--- config.mk ---
export PLATFORM = sky130hd
export DESIGN_NAME = rss_read_seq
export DESIGN_NICKNAME = d
export VERILOG_FILES = /design/src/rtl/rss_pkg.sv /design/src/rtl/rss_sector_count.sv /design/src/rtl/rss_addr_step.sv /design/src/rtl/rss_read_seq.sv
export SDC_FILE = /design/constraint.sdc
export NUM_CORES = 1
export LEC_CHECK = 0
export BUFFER_PORTS_ARGS = -buffer_cell sky130_fd_sc_hd__buf_2
export CAP_MARGIN = 20
export CORE_MARGIN = 3
export CORE_UTILIZATION = 30
export CTS_CLUSTER_DIAMETER = 30
export DETAILED_ROUTE_END_ITERATION = 8
export PLACE_DENSITY_LB_ADDON = 0.3
export SLEW_MARGIN = 25
export SYNTH_ARGS = -nofsm -noshare
export SYNTH_HDL_FRONTEND = slang
export SYNTH_SLANG_ARGS = --single-unit
--- constraint.sdc ---
create_clock -name clock -period 2.4 [get_ports clock]
set_clock_uncertainty 0.15 [all_clocks]
set_input_delay 0.24 -clock clock [delete_from_list [all_inputs] [get_ports clock]]
set_output_delay 0.24 -clock clock [all_outputs]
set_load 0.02 [all_outputs]
--- src/rtl/rss_pkg.sv ---
// Purpose: Shared constants and types for the read sector sequencer
// Assumes: 10 MHz clock, APB register access
// Notes: Geometry is 411 cylinders, 19 tracks, 22 sectors
package rss_pkg;

  // ----------------------------------------------------------------
  // Timing
  // ----------------------------------------------------------------
  localparam int CLK_MHZ = 10;
  localparam int EOB_NS = 1500;
  localparam int EOB_CYC = (EOB_NS * CLK_MHZ + 999) / 1000;
  localparam int SETTLE_NS = 45000;
  localparam int SETTLE_CYC = (SETTLE_NS * CLK_MHZ + 999) / 1000;
  localparam int EOB_W = $clog2(EOB_CYC + 1);
  localparam int BLK_W = $clog2(SETTLE_CYC + 1);

  // ----------------------------------------------------------------
  // Pack geometry
  // ----------------------------------------------------------------
  localparam logic [4:0] LAST_SEC = 5'h15;
  localparam logic [4:0] LAST_TRK = 5'h12;
  localparam logic [8:0] LAST_CYL = 9'h19A;
  localparam logic [1:0] IDX_LIMIT = 2'h3;

  // ----------------------------------------------------------------
  // Register map
  // ----------------------------------------------------------------
  localparam logic [7:0] OFS_CMD = 8'h00;
  localparam logic [7:0] OFS_DCYL = 8'h04;
  localparam logic [7:0] OFS_DST = 8'h08;
  localparam logic [7:0] OFS_CCYL = 8'h0C;
  localparam logic [7:0] OFS_STAT = 8'h10;
  localparam logic [7:0] OFS_ERR1 = 8'h14;
  localparam logic [7:0] OFS_ALERT = 8'h18;
  localparam int CMD_GO_BIT = 0;
  localparam int CMD_CLR_BIT = 1;
  localparam int CMD_ECI_BIT = 2;
  localparam int DST_TRK_LSB = 8;
  localparam int DS_BUSY_BIT = 7;
  localparam int DS_LAST_BIT = 10;
  localparam int DS_COMP_BIT = 14;
  localparam int ER_AOE_BIT = 9;
  localparam int ER_IAE_BIT = 10;
  localparam int ER_DTE_BIT = 12;
  localparam int ER_OPI_BIT = 13;
  localparam int ER_DCK_BIT = 15;

  // ----------------------------------------------------------------
  // Types
  // ----------------------------------------------------------------
  typedef struct packed {
    logic [8:0] cyl;
    logic [4:0] trk;
    logic [4:0] sec;
  } rss_addr_t;

  localparam rss_addr_t ADDR_RESET = '0;

  typedef enum logic [2:0] {
    ST_IDLE = 3'b000,
    ST_SEEK = 3'b001,
    ST_SEARCH = 3'b010,
    ST_DATA = 3'b011,
    ST_CORRECT = 3'b100,
    ST_EOB = 3'b101
  } rss_state_t;

endpackage

--- src/rtl/rss_sector_count.sv ---
// Purpose: Sector counter locked to the servo sector and index pulses
// Assumes: Pulses are one clock wide and synchronous
// Notes: Runs free, also through seeks and correction
`timescale 1ns/1ps
`default_nettype none
module rss_sector_count
  import rss_pkg::*;
(
  // Clock and reset
  input wire logic clock,
  input wire logic reset_n,
  // Servo timing
  input wire logic sectorPulse,
  input wire logic indexPulse,
  // Rotational position
  output logic [4:0] sectorCount,
  output logic sectorHere
);

  // Never gated by the sequencer, so no resync after a seek
  always_ff @(posedge clock or negedge reset_n) begin
    if (!reset_n) begin
      sectorCount <= 5'h00;
      sectorHere <= 1'b0;
    end else begin
      sectorHere <= sectorPulse | indexPulse;
      if (indexPulse) begin
        sectorCount <= 5'h00;
      end else if (sectorPulse) begin
        sectorCount <= (sectorCount == LAST_SEC) ? 5'h00 : sectorCount + 5'h01;
      end
    end
  end

endmodule
`default_nettype wire

--- src/rtl/rss_addr_step.sv ---
// Purpose: Next sequential sector address for spiral transfers
// Assumes: Input address is valid or one past the pack end
// Notes: Cylinder steps past the last one to the illegal value
`timescale 1ns/1ps
`default_nettype none
module rss_addr_step
  import rss_pkg::*;
(
  // Present address
  input wire rss_addr_t curAddr,
  // Following address
  output rss_addr_t nextAddr,
  output logic packEnd
);

  always_comb begin
    nextAddr = curAddr;
    if (curAddr.sec != LAST_SEC) begin
      nextAddr.sec = curAddr.sec + 5'h01;
    end else begin
      nextAddr.sec = 5'h00;
      if (curAddr.trk != LAST_TRK) begin
        nextAddr.trk = curAddr.trk + 5'h01;
      end else begin
        nextAddr.trk = 5'h00;
        nextAddr.cyl = curAddr.cyl + 9'h001;
      end
    end
  end

  assign packEnd = (curAddr.cyl == LAST_CYL) && (curAddr.trk == LAST_TRK)
    && (curAddr.sec == LAST_SEC);

endmodule
`default_nettype wire

--- src/rtl/rss_read_seq.sv ---
// Purpose: Read command sequencer with implied seeks and spiral reads
// Assumes: Drive strobes are one clock wide and synchronous
// Notes: APB slave with zero wait states
//
// Functional notes
// - With correction inhibited, a data error ends with data check and fault set.
// - Continue high after a data check goes on without lost revolution; flags hold.
// - Continue at block end starts search for next address; counter never stops.
// - Read compares desired and current cylinder and seeks first if they differ.
// - Search after a seek starts at the first sector pulse, no resync.
// - Matching header without error starts data and raises the sync strobe.
// - Continue after last sector of a track steps the track, sector zero.
// - Reading spirals while continue is high; stop leaves address one past.
// - Continue at last track and sector steps cylinder and seeks one cylinder.
// - Mid-transfer seek then waits for sector zero before the next strobe.
// - Block pulse rise always steps the desired address to the next sector.
// - Stop at last track and sector still steps cylinder but never seeks.
// - Continue at the last pack sector sets overflow, attention and last sector.
// - Last sector status sets at the ending block pulse rise, clears on command.
// - After the final pack sector the address reads cylinder 411, track 0, sector 0.
// - Sector pulses in the first 45 us of a command are ignored.
// - Correctable error with correction enabled stops transfer and runs correction.
// - Overflow error sets when the cylinder would pass 410; operation ends.
// - Timing failure sets its error and aborts the command at once.
// - Nonexistent cylinder, track or sector sets invalid address; nothing runs.
// - No completion in three index pulses sets incomplete; clear re-runs command.
// - Block pulse lasts 1.5 us; continue is sampled at its fall.
// - Any error sets composite and pending alert; only clears remove them.
`timescale 1ns/1ps
`default_nettype none
module rss_read_seq
  import rss_pkg::*;
(
  // Clock and reset
  input wire logic clock,
  input wire logic reset_n,
  // APB slave
  input wire logic [7:0] paddr,
  input wire logic psel,
  input wire logic penable,
  input wire logic pwrite,
  input wire logic [31:0] pwdata,
  output logic [31:0] prdata,
  output logic pready,
  output logic pslverr,
  // Servo and read channel
  input wire logic sectorPulse,
  input wire logic indexPulse,
  input wire logic headerError,
  input wire logic sectorDone,
  input wire logic eccError,
  input wire logic correctionDone,
  input wire logic timingFail,
  input wire logic seekDone,
  // Controller side
  input wire logic transferContinue,
  input wire logic busWideClearPulse,
  output logic syncClockStrobe,
  output logic endOfBlockPulse,
  output logic attentionLine,
  output logic faultDuringTransferLine,
  // Positioner and correction engine
  output logic seekStart,
  output logic [8:0] seekCylinder,
  output logic correctionStart
);

  // ----------------------------------------------------------------
  // Declarations
  // ----------------------------------------------------------------
  rss_state_t state;
  rss_addr_t desiredAddr;
  rss_addr_t stepAddr;
  logic [8:0] currentCyl;
  logic [EOB_W-1:0] eobTimer;
  logic [BLK_W-1:0] blockTimer;
  logic [1:0] idxCount;
  logic [4:0] sectorCount;
  logic sectorHere;
  logic packEnd;
  logic packEndHeld;
  logic eccInhibit;
  logic dataCheckFlag;
  logic addrOverflowFlag;
  logic invalidAddrFlag;
  logic timingFaultFlag;
  logic incompleteOpFlag;
  logic lastSectorFlag;
  logic pendingAlertFlag;
  logic compositeFault;
  logic apbWrite;
  logic cmdWrite;
  logic goCmd;
  logic clearCmd;
  logic startCmd;
  logic addrOk;
  logic busy;
  logic sectorHit;
  logic goEob;
  logic eobFall;
  logic evDataCheck;
  logic evTiming;
  logic evIncomplete;
  logic evInvalid;
  logic evOverflow;
  logic abortNow;

  function automatic logic isMapped(input logic [7:0] a);
    isMapped = (a == OFS_CMD) || (a == OFS_DCYL) || (a == OFS_DST)
      || (a == OFS_CCYL) || (a == OFS_STAT) || (a == OFS_ERR1)
      || (a == OFS_ALERT);
  endfunction

  // ----------------------------------------------------------------
  // Helpers
  // ----------------------------------------------------------------
  rss_sector_count u_count (
    .clock(clock),
    .reset_n(reset_n),
    .sectorPulse(sectorPulse),
    .indexPulse(indexPulse),
    .sectorCount(sectorCount),
    .sectorHere(sectorHere)
  );

  rss_addr_step u_step (
    .curAddr(desiredAddr),
    .nextAddr(stepAddr),
    .packEnd(packEnd)
  );

  // ----------------------------------------------------------------
  // Decode
  // ----------------------------------------------------------------
  assign apbWrite = psel && penable && pwrite && isMapped(paddr);
  assign cmdWrite = apbWrite && (paddr == OFS_CMD);
  assign goCmd = cmdWrite && pwdata[CMD_GO_BIT];
  assign clearCmd = (cmdWrite && pwdata[CMD_CLR_BIT]) || busWideClearPulse;
  assign busy = (state != ST_IDLE);
  // Re-run after a clear only when the last attempt timed out
  assign startCmd = !busy && (goCmd || (clearCmd && incompleteOpFlag));
  assign addrOk = (desiredAddr.cyl <= LAST_CYL) && (desiredAddr.trk <= LAST_TRK)
    && (desiredAddr.sec <= LAST_SEC);
  assign sectorHit = sectorHere && (blockTimer == '0)
    && (sectorCount == desiredAddr.sec);
  assign goEob = ((state == ST_DATA) && sectorDone && !(eccError && !eccInhibit))
    || ((state == ST_CORRECT) && correctionDone);
  assign eobFall = (state == ST_EOB) && (eobTimer == EOB_W'(1));
  assign evDataCheck = (state == ST_DATA) && sectorDone && eccError;
  assign evTiming = busy && timingFail;
  assign evIncomplete = busy && indexPulse && (idxCount == IDX_LIMIT - 2'h1);
  assign evInvalid = startCmd && !addrOk;
  assign evOverflow = eobFall && packEndHeld && transferContinue;
  assign abortNow = evTiming || evIncomplete;

  // ----------------------------------------------------------------
  // Sequencer
  // ----------------------------------------------------------------
  always_ff @(posedge clock or negedge reset_n) begin
    if (!reset_n) begin
      state <= ST_IDLE;
      currentCyl <= 9'h000;
      eobTimer <= '0;
      blockTimer <= '0;
      idxCount <= 2'h0;
      packEndHeld <= 1'b0;
      seekStart <= 1'b0;
      seekCylinder <= 9'h000;
      syncClockStrobe <= 1'b0;
      correctionStart <= 1'b0;
      endOfBlockPulse <= 1'b0;
    end else begin
      seekStart <= 1'b0;
      syncClockStrobe <= 1'b0;
      correctionStart <= 1'b0;
      if (blockTimer != '0) begin
        blockTimer <= blockTimer - BLK_W'(1);
      end
      if (busy && indexPulse) begin
        idxCount <= idxCount + 2'h1;
      end
      if (abortNow) begin
        state <= ST_IDLE;
        endOfBlockPulse <= 1'b0;
      end else begin
        unique case (state)
          ST_IDLE: begin
            if (startCmd && addrOk) begin
              blockTimer <= BLK_W'(SETTLE_CYC);
              idxCount <= 2'h0;
              if (desiredAddr.cyl != currentCyl) begin
                state <= ST_SEEK;
                seekStart <= 1'b1;
                seekCylinder <= desiredAddr.cyl;
              end else begin
                state <= ST_SEARCH;
              end
            end
          end
          ST_SEEK: begin
            if (seekDone) begin
              currentCyl <= seekCylinder;
              state <= ST_SEARCH;
            end
          end
          ST_SEARCH: begin
            // After a cylinder step this waits for sector zero
            if (sectorHit) begin
              if (headerError) begin
                state <= ST_IDLE;
              end else begin
                state <= ST_DATA;
                syncClockStrobe <= 1'b1;
                idxCount <= 2'h0;
              end
            end
          end
          ST_DATA: begin
            if (evDataCheck && !eccInhibit) begin
              state <= ST_CORRECT;
              correctionStart <= 1'b1;
            end
          end
          ST_CORRECT: begin
          end
          ST_EOB: begin
            eobTimer <= eobTimer - EOB_W'(1);
            if (eobFall) begin
              endOfBlockPulse <= 1'b0;
              // Relies on continue being stable here
              if (packEndHeld || !transferContinue) begin
                state <= ST_IDLE;
              end else if (desiredAddr.cyl != currentCyl) begin
                state <= ST_SEEK;
                seekStart <= 1'b1;
                seekCylinder <= desiredAddr.cyl;
              end else begin
                state <= ST_SEARCH;
              end
            end
          end
          default: begin
            state <= ST_IDLE;
          end
        endcase
        if (goEob) begin
          state <= ST_EOB;
          endOfBlockPulse <= 1'b1;
          eobTimer <= EOB_W'(EOB_CYC);
          packEndHeld <= packEnd;
        end
      end
    end
  end

  // ----------------------------------------------------------------
  // Desired address and settings
  // ----------------------------------------------------------------
  // Address writes are dropped while a command runs; the inhibit bit still updates
  always_ff @(posedge clock or negedge reset_n) begin
    if (!reset_n) begin
      desiredAddr <= ADDR_RESET;
      eccInhibit <= 1'b0;
    end else begin
      if (cmdWrite) begin
        eccInhibit <= pwdata[CMD_ECI_BIT];
      end
      if (goEob && !abortNow) begin
        desiredAddr <= stepAddr;
      end else if (apbWrite && !busy && (paddr == OFS_DCYL)) begin
        desiredAddr.cyl <= pwdata[8:0];
      end else if (apbWrite && !busy && (paddr == OFS_DST)) begin
        desiredAddr.trk <= pwdata[DST_TRK_LSB +: 5];
        desiredAddr.sec <= pwdata[4:0];
      end
    end
  end

  // ----------------------------------------------------------------
  // Error and status flags
  // ----------------------------------------------------------------
  // Clears come first so a same-cycle event wins
  always_ff @(posedge clock or negedge reset_n) begin
    if (!reset_n) begin
      dataCheckFlag <= 1'b0;
      faultDuringTransferLine <= 1'b0;
      addrOverflowFlag <= 1'b0;
      invalidAddrFlag <= 1'b0;
      timingFaultFlag <= 1'b0;
      incompleteOpFlag <= 1'b0;
      attentionLine <= 1'b0;
      pendingAlertFlag <= 1'b0;
    end else begin
      if (clearCmd) begin
        dataCheckFlag <= 1'b0;
        faultDuringTransferLine <= 1'b0;
        addrOverflowFlag <= 1'b0;
        invalidAddrFlag <= 1'b0;
        timingFaultFlag <= 1'b0;
        incompleteOpFlag <= 1'b0;
        attentionLine <= 1'b0;
        pendingAlertFlag <= 1'b0;
      end
      if (evDataCheck && !abortNow) begin
        dataCheckFlag <= 1'b1;
        faultDuringTransferLine <= 1'b1;
      end
      if (evOverflow && !abortNow) begin
        addrOverflowFlag <= 1'b1;
        attentionLine <= 1'b1;
      end
      if (evInvalid) begin
        invalidAddrFlag <= 1'b1;
        attentionLine <= 1'b1;
      end
      if (evTiming) begin
        timingFaultFlag <= 1'b1;
        attentionLine <= 1'b1;
      end
      if (evIncomplete && !evTiming) begin
        incompleteOpFlag <= 1'b1;
        attentionLine <= 1'b1;
      end
      if ((evDataCheck || evOverflow) && !abortNow || evInvalid || abortNow) begin
        pendingAlertFlag <= 1'b1;
      end
    end
  end

  assign compositeFault = dataCheckFlag || addrOverflowFlag || invalidAddrFlag
    || timingFaultFlag || incompleteOpFlag;

  always_ff @(posedge clock or negedge reset_n) begin
    if (!reset_n) begin
      lastSectorFlag <= 1'b0;
    end else begin
      if (goCmd) begin
        lastSectorFlag <= 1'b0;
      end
      if (goEob && !abortNow && (packEnd || !transferContinue)) begin
        lastSectorFlag <= 1'b1;
      end
      if (eobFall && !abortNow && (packEndHeld || !transferContinue)) begin
        lastSectorFlag <= 1'b1;
      end
    end
  end

  // ----------------------------------------------------------------
  // APB read side
  // ----------------------------------------------------------------
  assign pready = 1'b1;
  assign pslverr = psel && penable && !isMapped(paddr);

  always_comb begin
    prdata = 32'h0000_0000;
    unique case (paddr)
      OFS_CMD: prdata[CMD_ECI_BIT] = eccInhibit;
      OFS_DCYL: prdata[8:0] = desiredAddr.cyl;
      OFS_DST: begin
        prdata[DST_TRK_LSB +: 5] = desiredAddr.trk;
        prdata[4:0] = desiredAddr.sec;
      end
      OFS_CCYL: prdata[8:0] = currentCyl;
      OFS_STAT: begin
        prdata[DS_COMP_BIT] = compositeFault;
        prdata[DS_LAST_BIT] = lastSectorFlag;
        prdata[DS_BUSY_BIT] = busy;
      end
      OFS_ERR1: begin
        prdata[ER_DCK_BIT] = dataCheckFlag;
        prdata[ER_OPI_BIT] = incompleteOpFlag;
        prdata[ER_DTE_BIT] = timingFaultFlag;
        prdata[ER_IAE_BIT] = invalidAddrFlag;
        prdata[ER_AOE_BIT] = addrOverflowFlag;
      end
      OFS_ALERT: prdata[0] = pendingAlertFlag;
      default: prdata = 32'h0000_0000;
    endcase
  end

  localparam int EOB_LEN = EOB_CYC;
endmodule
`default_nettype wire

Yosys cells after proc, flatten, opt, wreduce, memory -nomap -nowiden --
Index checks and enable logic that the tools add are counted.
Word-level totals: register bits after elaboration 75, latch bits 0, memory bits (writable) 0, memory bits (read-only) 0, bits of input ports 55, output and inout port bits 49, word-level logic and storage cells 249, memories kept 0
Cells by class: add/sub/neg operators 7, multipliers 0, div/mod/pow operators 0, order comparisons 3, equality and inequality tests 33, shift-type cells 0, multiplexer cells 83, bitwise logic cells 2, reductions and logical operators 96
Operator list (count):
- $mux 9 | 10
- $logic_and 1x1->1 | 40
- $mux 1 | 33
- $mux 5 | 5
- $eq 8x5->1 const B | 3
- $reduce_bool 2->1 | 11
- $mux 3 | 7
- $mux 10 | 2
- $logic_or 1x1->1 | 19
- $mux 19 | 1
- $pmux 3 s6 | 1
- $pmux 9 s2 | 1
- $eq 8x4->1 const B | 2
- $mux 2 | 8
- $ne 4x4->1 const B | 4
- $add 5x1->5 const B | 3
- $eq 5x5->1 const B | 3
- $mux 14 | 1
- $ne 2x2->1 const B | 6
- $pmux 1 s3 | 4
- $reduce_bool 3->1 | 4
- $le 5x5->1 const B | 2
- $ne 5x5->1 const B | 2
- $add 9x1->9 const B | 1
- other kinds (32) | 51

Longest topological paths before layout --
word-level depth 19, gate-level depth with buffers 9

Modules after synthesis --
From an unflattened synthesis, not the netlist that was laid out.
Unflattened totals: cells, all modules 520, area, all modules 4946.0 sq um
Modules (own cells, without submodules):
- rss_read_seq | instances 1, cells each 414, area each 4057.6 sq um
- rss_addr_step | instances 1, cells each 75, area each 581.8 sq um
- rss_sector_count | instances 1, cells each 31, area each 306.5 sq um

Worst setup path after synthesis --
OpenSTA, ideal clock, no wires.
path kind register to register, start register blockTimer[0], end register state[1], data arrival time 2.066 ns, data required time 2.131 ns, setup slack 0.065 ns, cell stages (with the launch flop) 9, buffers on the path 0, period minus slack after synthesis 2.335 ns, cell sequence dfrtp_1 -> inv_1 -> ha_1 -> nor3b_2 -> nand3b_4 -> or3_1 -> a211o_1 -> and2_1 -> o21a_1
On the way: longest elaborated chain between the ends 5
Ends and longest elaborated chain:
- start, declared | RTL line rss_read_seq.sv:76 | logic [BLK_W-1:0] blockTimer;
- start signal, assigned | RTL line rss_read_seq.sv:177 | blockTimer <= blockTimer - BLK_W'(1);
- start signal, assigned | RTL line rss_read_seq.sv:189 | blockTimer <= BLK_W'(SETTLE_CYC);
- $logic_not 9->1 | RTL line rss_read_seq.sv:144 | assign sectorHit = sectorHere && (blockTimer == '0)
- $logic_and 1x1->1 | RTL line rss_read_seq.sv:144
- $logic_and 1x1->1 | RTL line rss_read_seq.sv:145 | && (sectorCount == desiredAddr.sec);
- $ne 4x4->1 (no source line)
- $reduce_and 6->1 (no source line)
- end signal, assigned | RTL line rss_read_seq.sv:161 | state <= ST_IDLE;
- end signal, assigned | RTL line rss_read_seq.sv:183 | state <= ST_IDLE;
- end signal, assigned | RTL line rss_read_seq.sv:192 | state <= ST_SEEK;
- end, declared | RTL line rss_read_seq.sv:71 | rss_state_t state;
No other way between the ends. A chain may end at the register's enable or synchronous reset.

Worst setup path in the final report --
start register blockTimer[1], end register state[1]
Same word-level chain as after synthesis.

==> flow_summary.yaml <==
run_status:
  status: "completed"
global_routing:
  antenna_found_initial: 0
  grt_pass1_vias: 4149
  grt_util_all_layers_pct: 17.0
  grt-ovfl-total: 0
  grt_pass1_wl_mm: 22.0
  grt_max_degree: 45
clocking:
  cts_root_buf: "clkbuf_16"
  cts.sinks: 75
  cts_buffer_depth: 2
  numCtsBuffers: 9
  cts_tree: "done"
  worstSkewPairLatency_ps: 350
  htree_levels: 3
  clkTransAtPathRegs_ps: 60
cells_and_area:
  final_nets: 676
  layout-area-overhead-vs-synth_pct: 24.5
  drive_above_1_share_pct: 27.6
  layout.cells.non_filler: 801
  antennaDiodeCount: 0
yosys:
  synth_edf_count: 0
  syn_inst: 505
  yosysTopAreaCell: "dfrtp_1"
  ys_warn_count: 0
  synth_area_um2: 4680
  synth_top_area_share_pct: 40.1
  synth.ff_latch_count: 75
  synth_top_cells_by_area: "dfrtp_1, nand2_1, mux2_2"
  synth_cell_types: 69
  synth_ff_type: "dfrtp_1"
  async_flop_share_pct: 100
  seq_area_frac_synth_pct: 40.1
  avgSynthCellArea_um2: 9.26
setup_path:
  path_class: "flop to flop"
  startpoint_type: "flop"
  r2r_cells: 8
  critical-path-max-stage-delay_ps: 410
  r2r_slack_ps: 100
  crit_slowest_cell: "or3_4"
  rr_endpoint: "state[1]$_DFFE_PN0P_"
  worstPathCellList: "inv_1 -> ha_1 -> nor3b_4 -> nand3b_4 -> or3_4 -> a211o_1 -> and2_1 -> o21a_1"
  worstPathRequired_ps: 2490
  r2r_start: "blockTimer[1]$_DFF_PN0_"
  arrival_ps: 2380
  end_kind: "flop"
  crit_fanout: 5
  critPathBufInv: 1
  crit_family: "simple AND/OR/NAND/NOR gates"
placed_design:
  dpl.hpwl_mm: 10.7
  numPortBuffers: 67
  finalWeightedCongestion: 0.928
  placed_cells: 781
  dp_slack_ps: 22.6
run:
  max-cap-violations: 0
timing:
  setup_viol: 0
  drv_slew: 0
  timing.final.ws_setup_ps: 103
  finalSetupTns_ps: 0
  min_period_over_period_pct: 95.7
  tightest_slew_ps: 607
  hold_slack_ps: 25.0
  max_slew_margin_pct: 59.5
  hold_viol: 0
  max_freq_mhz: 435
  fin_crit_ps: 2300
routing:
  final_antenna_net_count: 0
  finalWirelength_mm: 14.0
  drt_drc_violations_left: 0
  vias_per_cell: 5.30
  dr.pass1.iters: 5
  wl_per_cell_um: 17.4
  drt_iter0_markers: 278
  vias: 4242
power_and_ir_drop:
  p_sw_share_pct: 30.3
  power_switching_mw: 1.13
  vdd_drop_max_mv: 0.467
  power.total_mw: 3.73
  p_leak_nw: 2.77
  p_seq_share_pct: 43.0
  p_comb_share_pct: 22.3
  p_per_area_nw_per_um2: 640
  p_int_mw: 2.60
  pwr-share-clk_pct: 34.7
floorplan:
  io_pins: 104
  die-area_um2: 17100
  die_w_um: 131
  chipHeight_um: 131
  core_area_um2: 15200
  initial_utilization_pct: 30.8
  num_rows: 45
worst_hold_path:
  holdPathEnd: "desiredAddr[4]$_DFFE_PN0P_"
  hp-start: "pwdata[4]"
  hold_depth: 2
  worstHoldPathType: "primary input to flop"
==> kinds of logic (layout without fill, tap and decap cells) <==
family / Yosys count / after routing / synth area share [%]
and+or+nand+nor: 201 / 201 / 23.5
AOI/OAI and AO/OA: 107 / 107 / 15.3
DFF: 75 / 75 / 40.1
buffers and inverters: 55 / 148 / 5.99
muxes: 31 / 31 / 7.54
xor gates and xnor gates: 22 / 22 / 4.12
adders and majority gates: 12 / 12 / 3.21
other: 2 / 17 / 0.161
==> flip-flops by register name (all words and copies together), names as in the netlist, 2 cells and up <==
| signal | cells |
|---|---|
| desiredAddr | 19 |
| blockTimer | 9 |
| currentCyl | 9 |
| seekCylinder | 9 |
| u_count.sectorCount | 5 |
| eobTimer | 4 |
| state | 3 |
| idxCount | 2 |
==> synth_stat cells (5+ instances only) <==
cell      number
clkbuf_1      10
o21ai_0       28
mux2_2        15
nand2b_1      11
and3_1        10
mux2i_1        6
o22ai_1        7
inv_1         20
a21oi_1       23
nor2_1        40
nand2_1       54
ha_1          12
nor3_1        13
buf_2          7
nand4_1        6
buf_4         17
nor3b_1        5
xnor2_1       19
nand3_1       22
dfrtp_1       75
mux2_1         9
a22oi_1        7
==> worst register-to-register path, cell delays in order, from the launching register on <==
cell and delay (ps):
dfrtp_1 390, inv_1 60, ha_1 170, nor3b_4 250
nand3b_4 100, or3_4 410, a211o_1 330, and2_1 180
o21a_1 160
==> through the flow <==
step	instance area (um^2)	util, %
floorplan	4730	-
global placement	5460	35.9
detailed placement	5460	35.9
CTS	5760	37.9
global route	5820	38.3
finish	5820	38.3
==> routing by layer <==
| metal | vias up | GRT usage [%] | part of all wire, % | wire, um |
|---|---|---|---|---|
| met4 | 0 | 6.05 | 2.8 | 386 |
| met2 | 153 | 25.7 | 46 | 6380 |
| li1 | 1997 | - | - | - |
| met5 | - | 0 | 0 | 0 |
| met3 | 28 | 4.55 | 7.2 | 1000 |
| met1 | 2064 | 23.4 | 44 | 6200 |
==> repair_timing <==
| action | in CTS | in global routing |
|---|---|---|
| hold buffers | 2 | 0 |
| buffers inserted | 0 | 3 |
| endpoints found under the hold margin | 43 | 0 |
| gates resized for setup | 0 | 11 |
| setup endpoints to repair | 0 | 12 |
==> worst max-delay path by stage <==
stage | endpoint | from | depth (start not counted) | slack, ps
3_3_place_gp | state[1]$_DFFE_PN0P_ | blockTimer[1]$_DFF_PN0_ | 8 | 60
3_5_place_dp | state[1]$_DFFE_PN0P_ | blockTimer[1]$_DFF_PN0_ | 8 | 20
5_1_grt | state[1]$_DFFE_PN0P_ | blockTimer[1]$_DFF_PN0_ | 8 | -20
4_1_cts | state[1]$_DFFE_PN0P_ | blockTimer[1]$_DFF_PN0_ | 8 | 20
2_1_floorplan | state[1]$_DFFE_PN0P_ | blockTimer[0]$_DFF_PN0_ | 8 | 60
6_report | state[1]$_DFFE_PN0P_ | blockTimer[1]$_DFF_PN0_ | 8 | 100
==> placed cells by master, fill, tap and decap left out, types with 7 or more instances in the layout <==
| cell type | count |
|---|---|
| a21oi_1 | 21 |
| a22oi_1 | 7 |
| and3_1 | 10 |
| buf_2 | 66 |
| buf_4 | 41 |
| clkbuf_16 | 9 |
| conb_1 | 17 |
| dfrtp_1 | 75 |
| ha_1 | 10 |
| inv_1 | 19 |
| mux2_1 | 9 |
| mux2_2 | 15 |
| nand2_1 | 54 |
| nand2b_1 | 11 |
| nand3_1 | 22 |
| nor2_1 | 39 |
| nor3_1 | 13 |
| o21ai_0 | 28 |
| o22ai_1 | 7 |
| xnor2_1 | 19 |
==> power groups by stage <==
stage               Clock [mW]  Sequential, mW  Combinational [mW]
floorplan                    0            1.61               0.519
global placement             0            1.61               0.767
detailed placement           0            1.61               0.807
CTS                       1.33            1.60               0.806
global route              1.39            1.63               0.924
finish                    1.29            1.60               0.829
==> layout make-up <==
cell class                      count  area (um^2)
Multi-Input combinational cell    390         2620
Timing Repair Buffer              113          738
Sequential cell                    75         1880
Fill cell                        1564         9380
Clock buffer                       13          270
Tap cell                          188          235
Clock inverter                      2         10.0
Inverter                           20         75.1
Power figures use the tool's default switching activity.
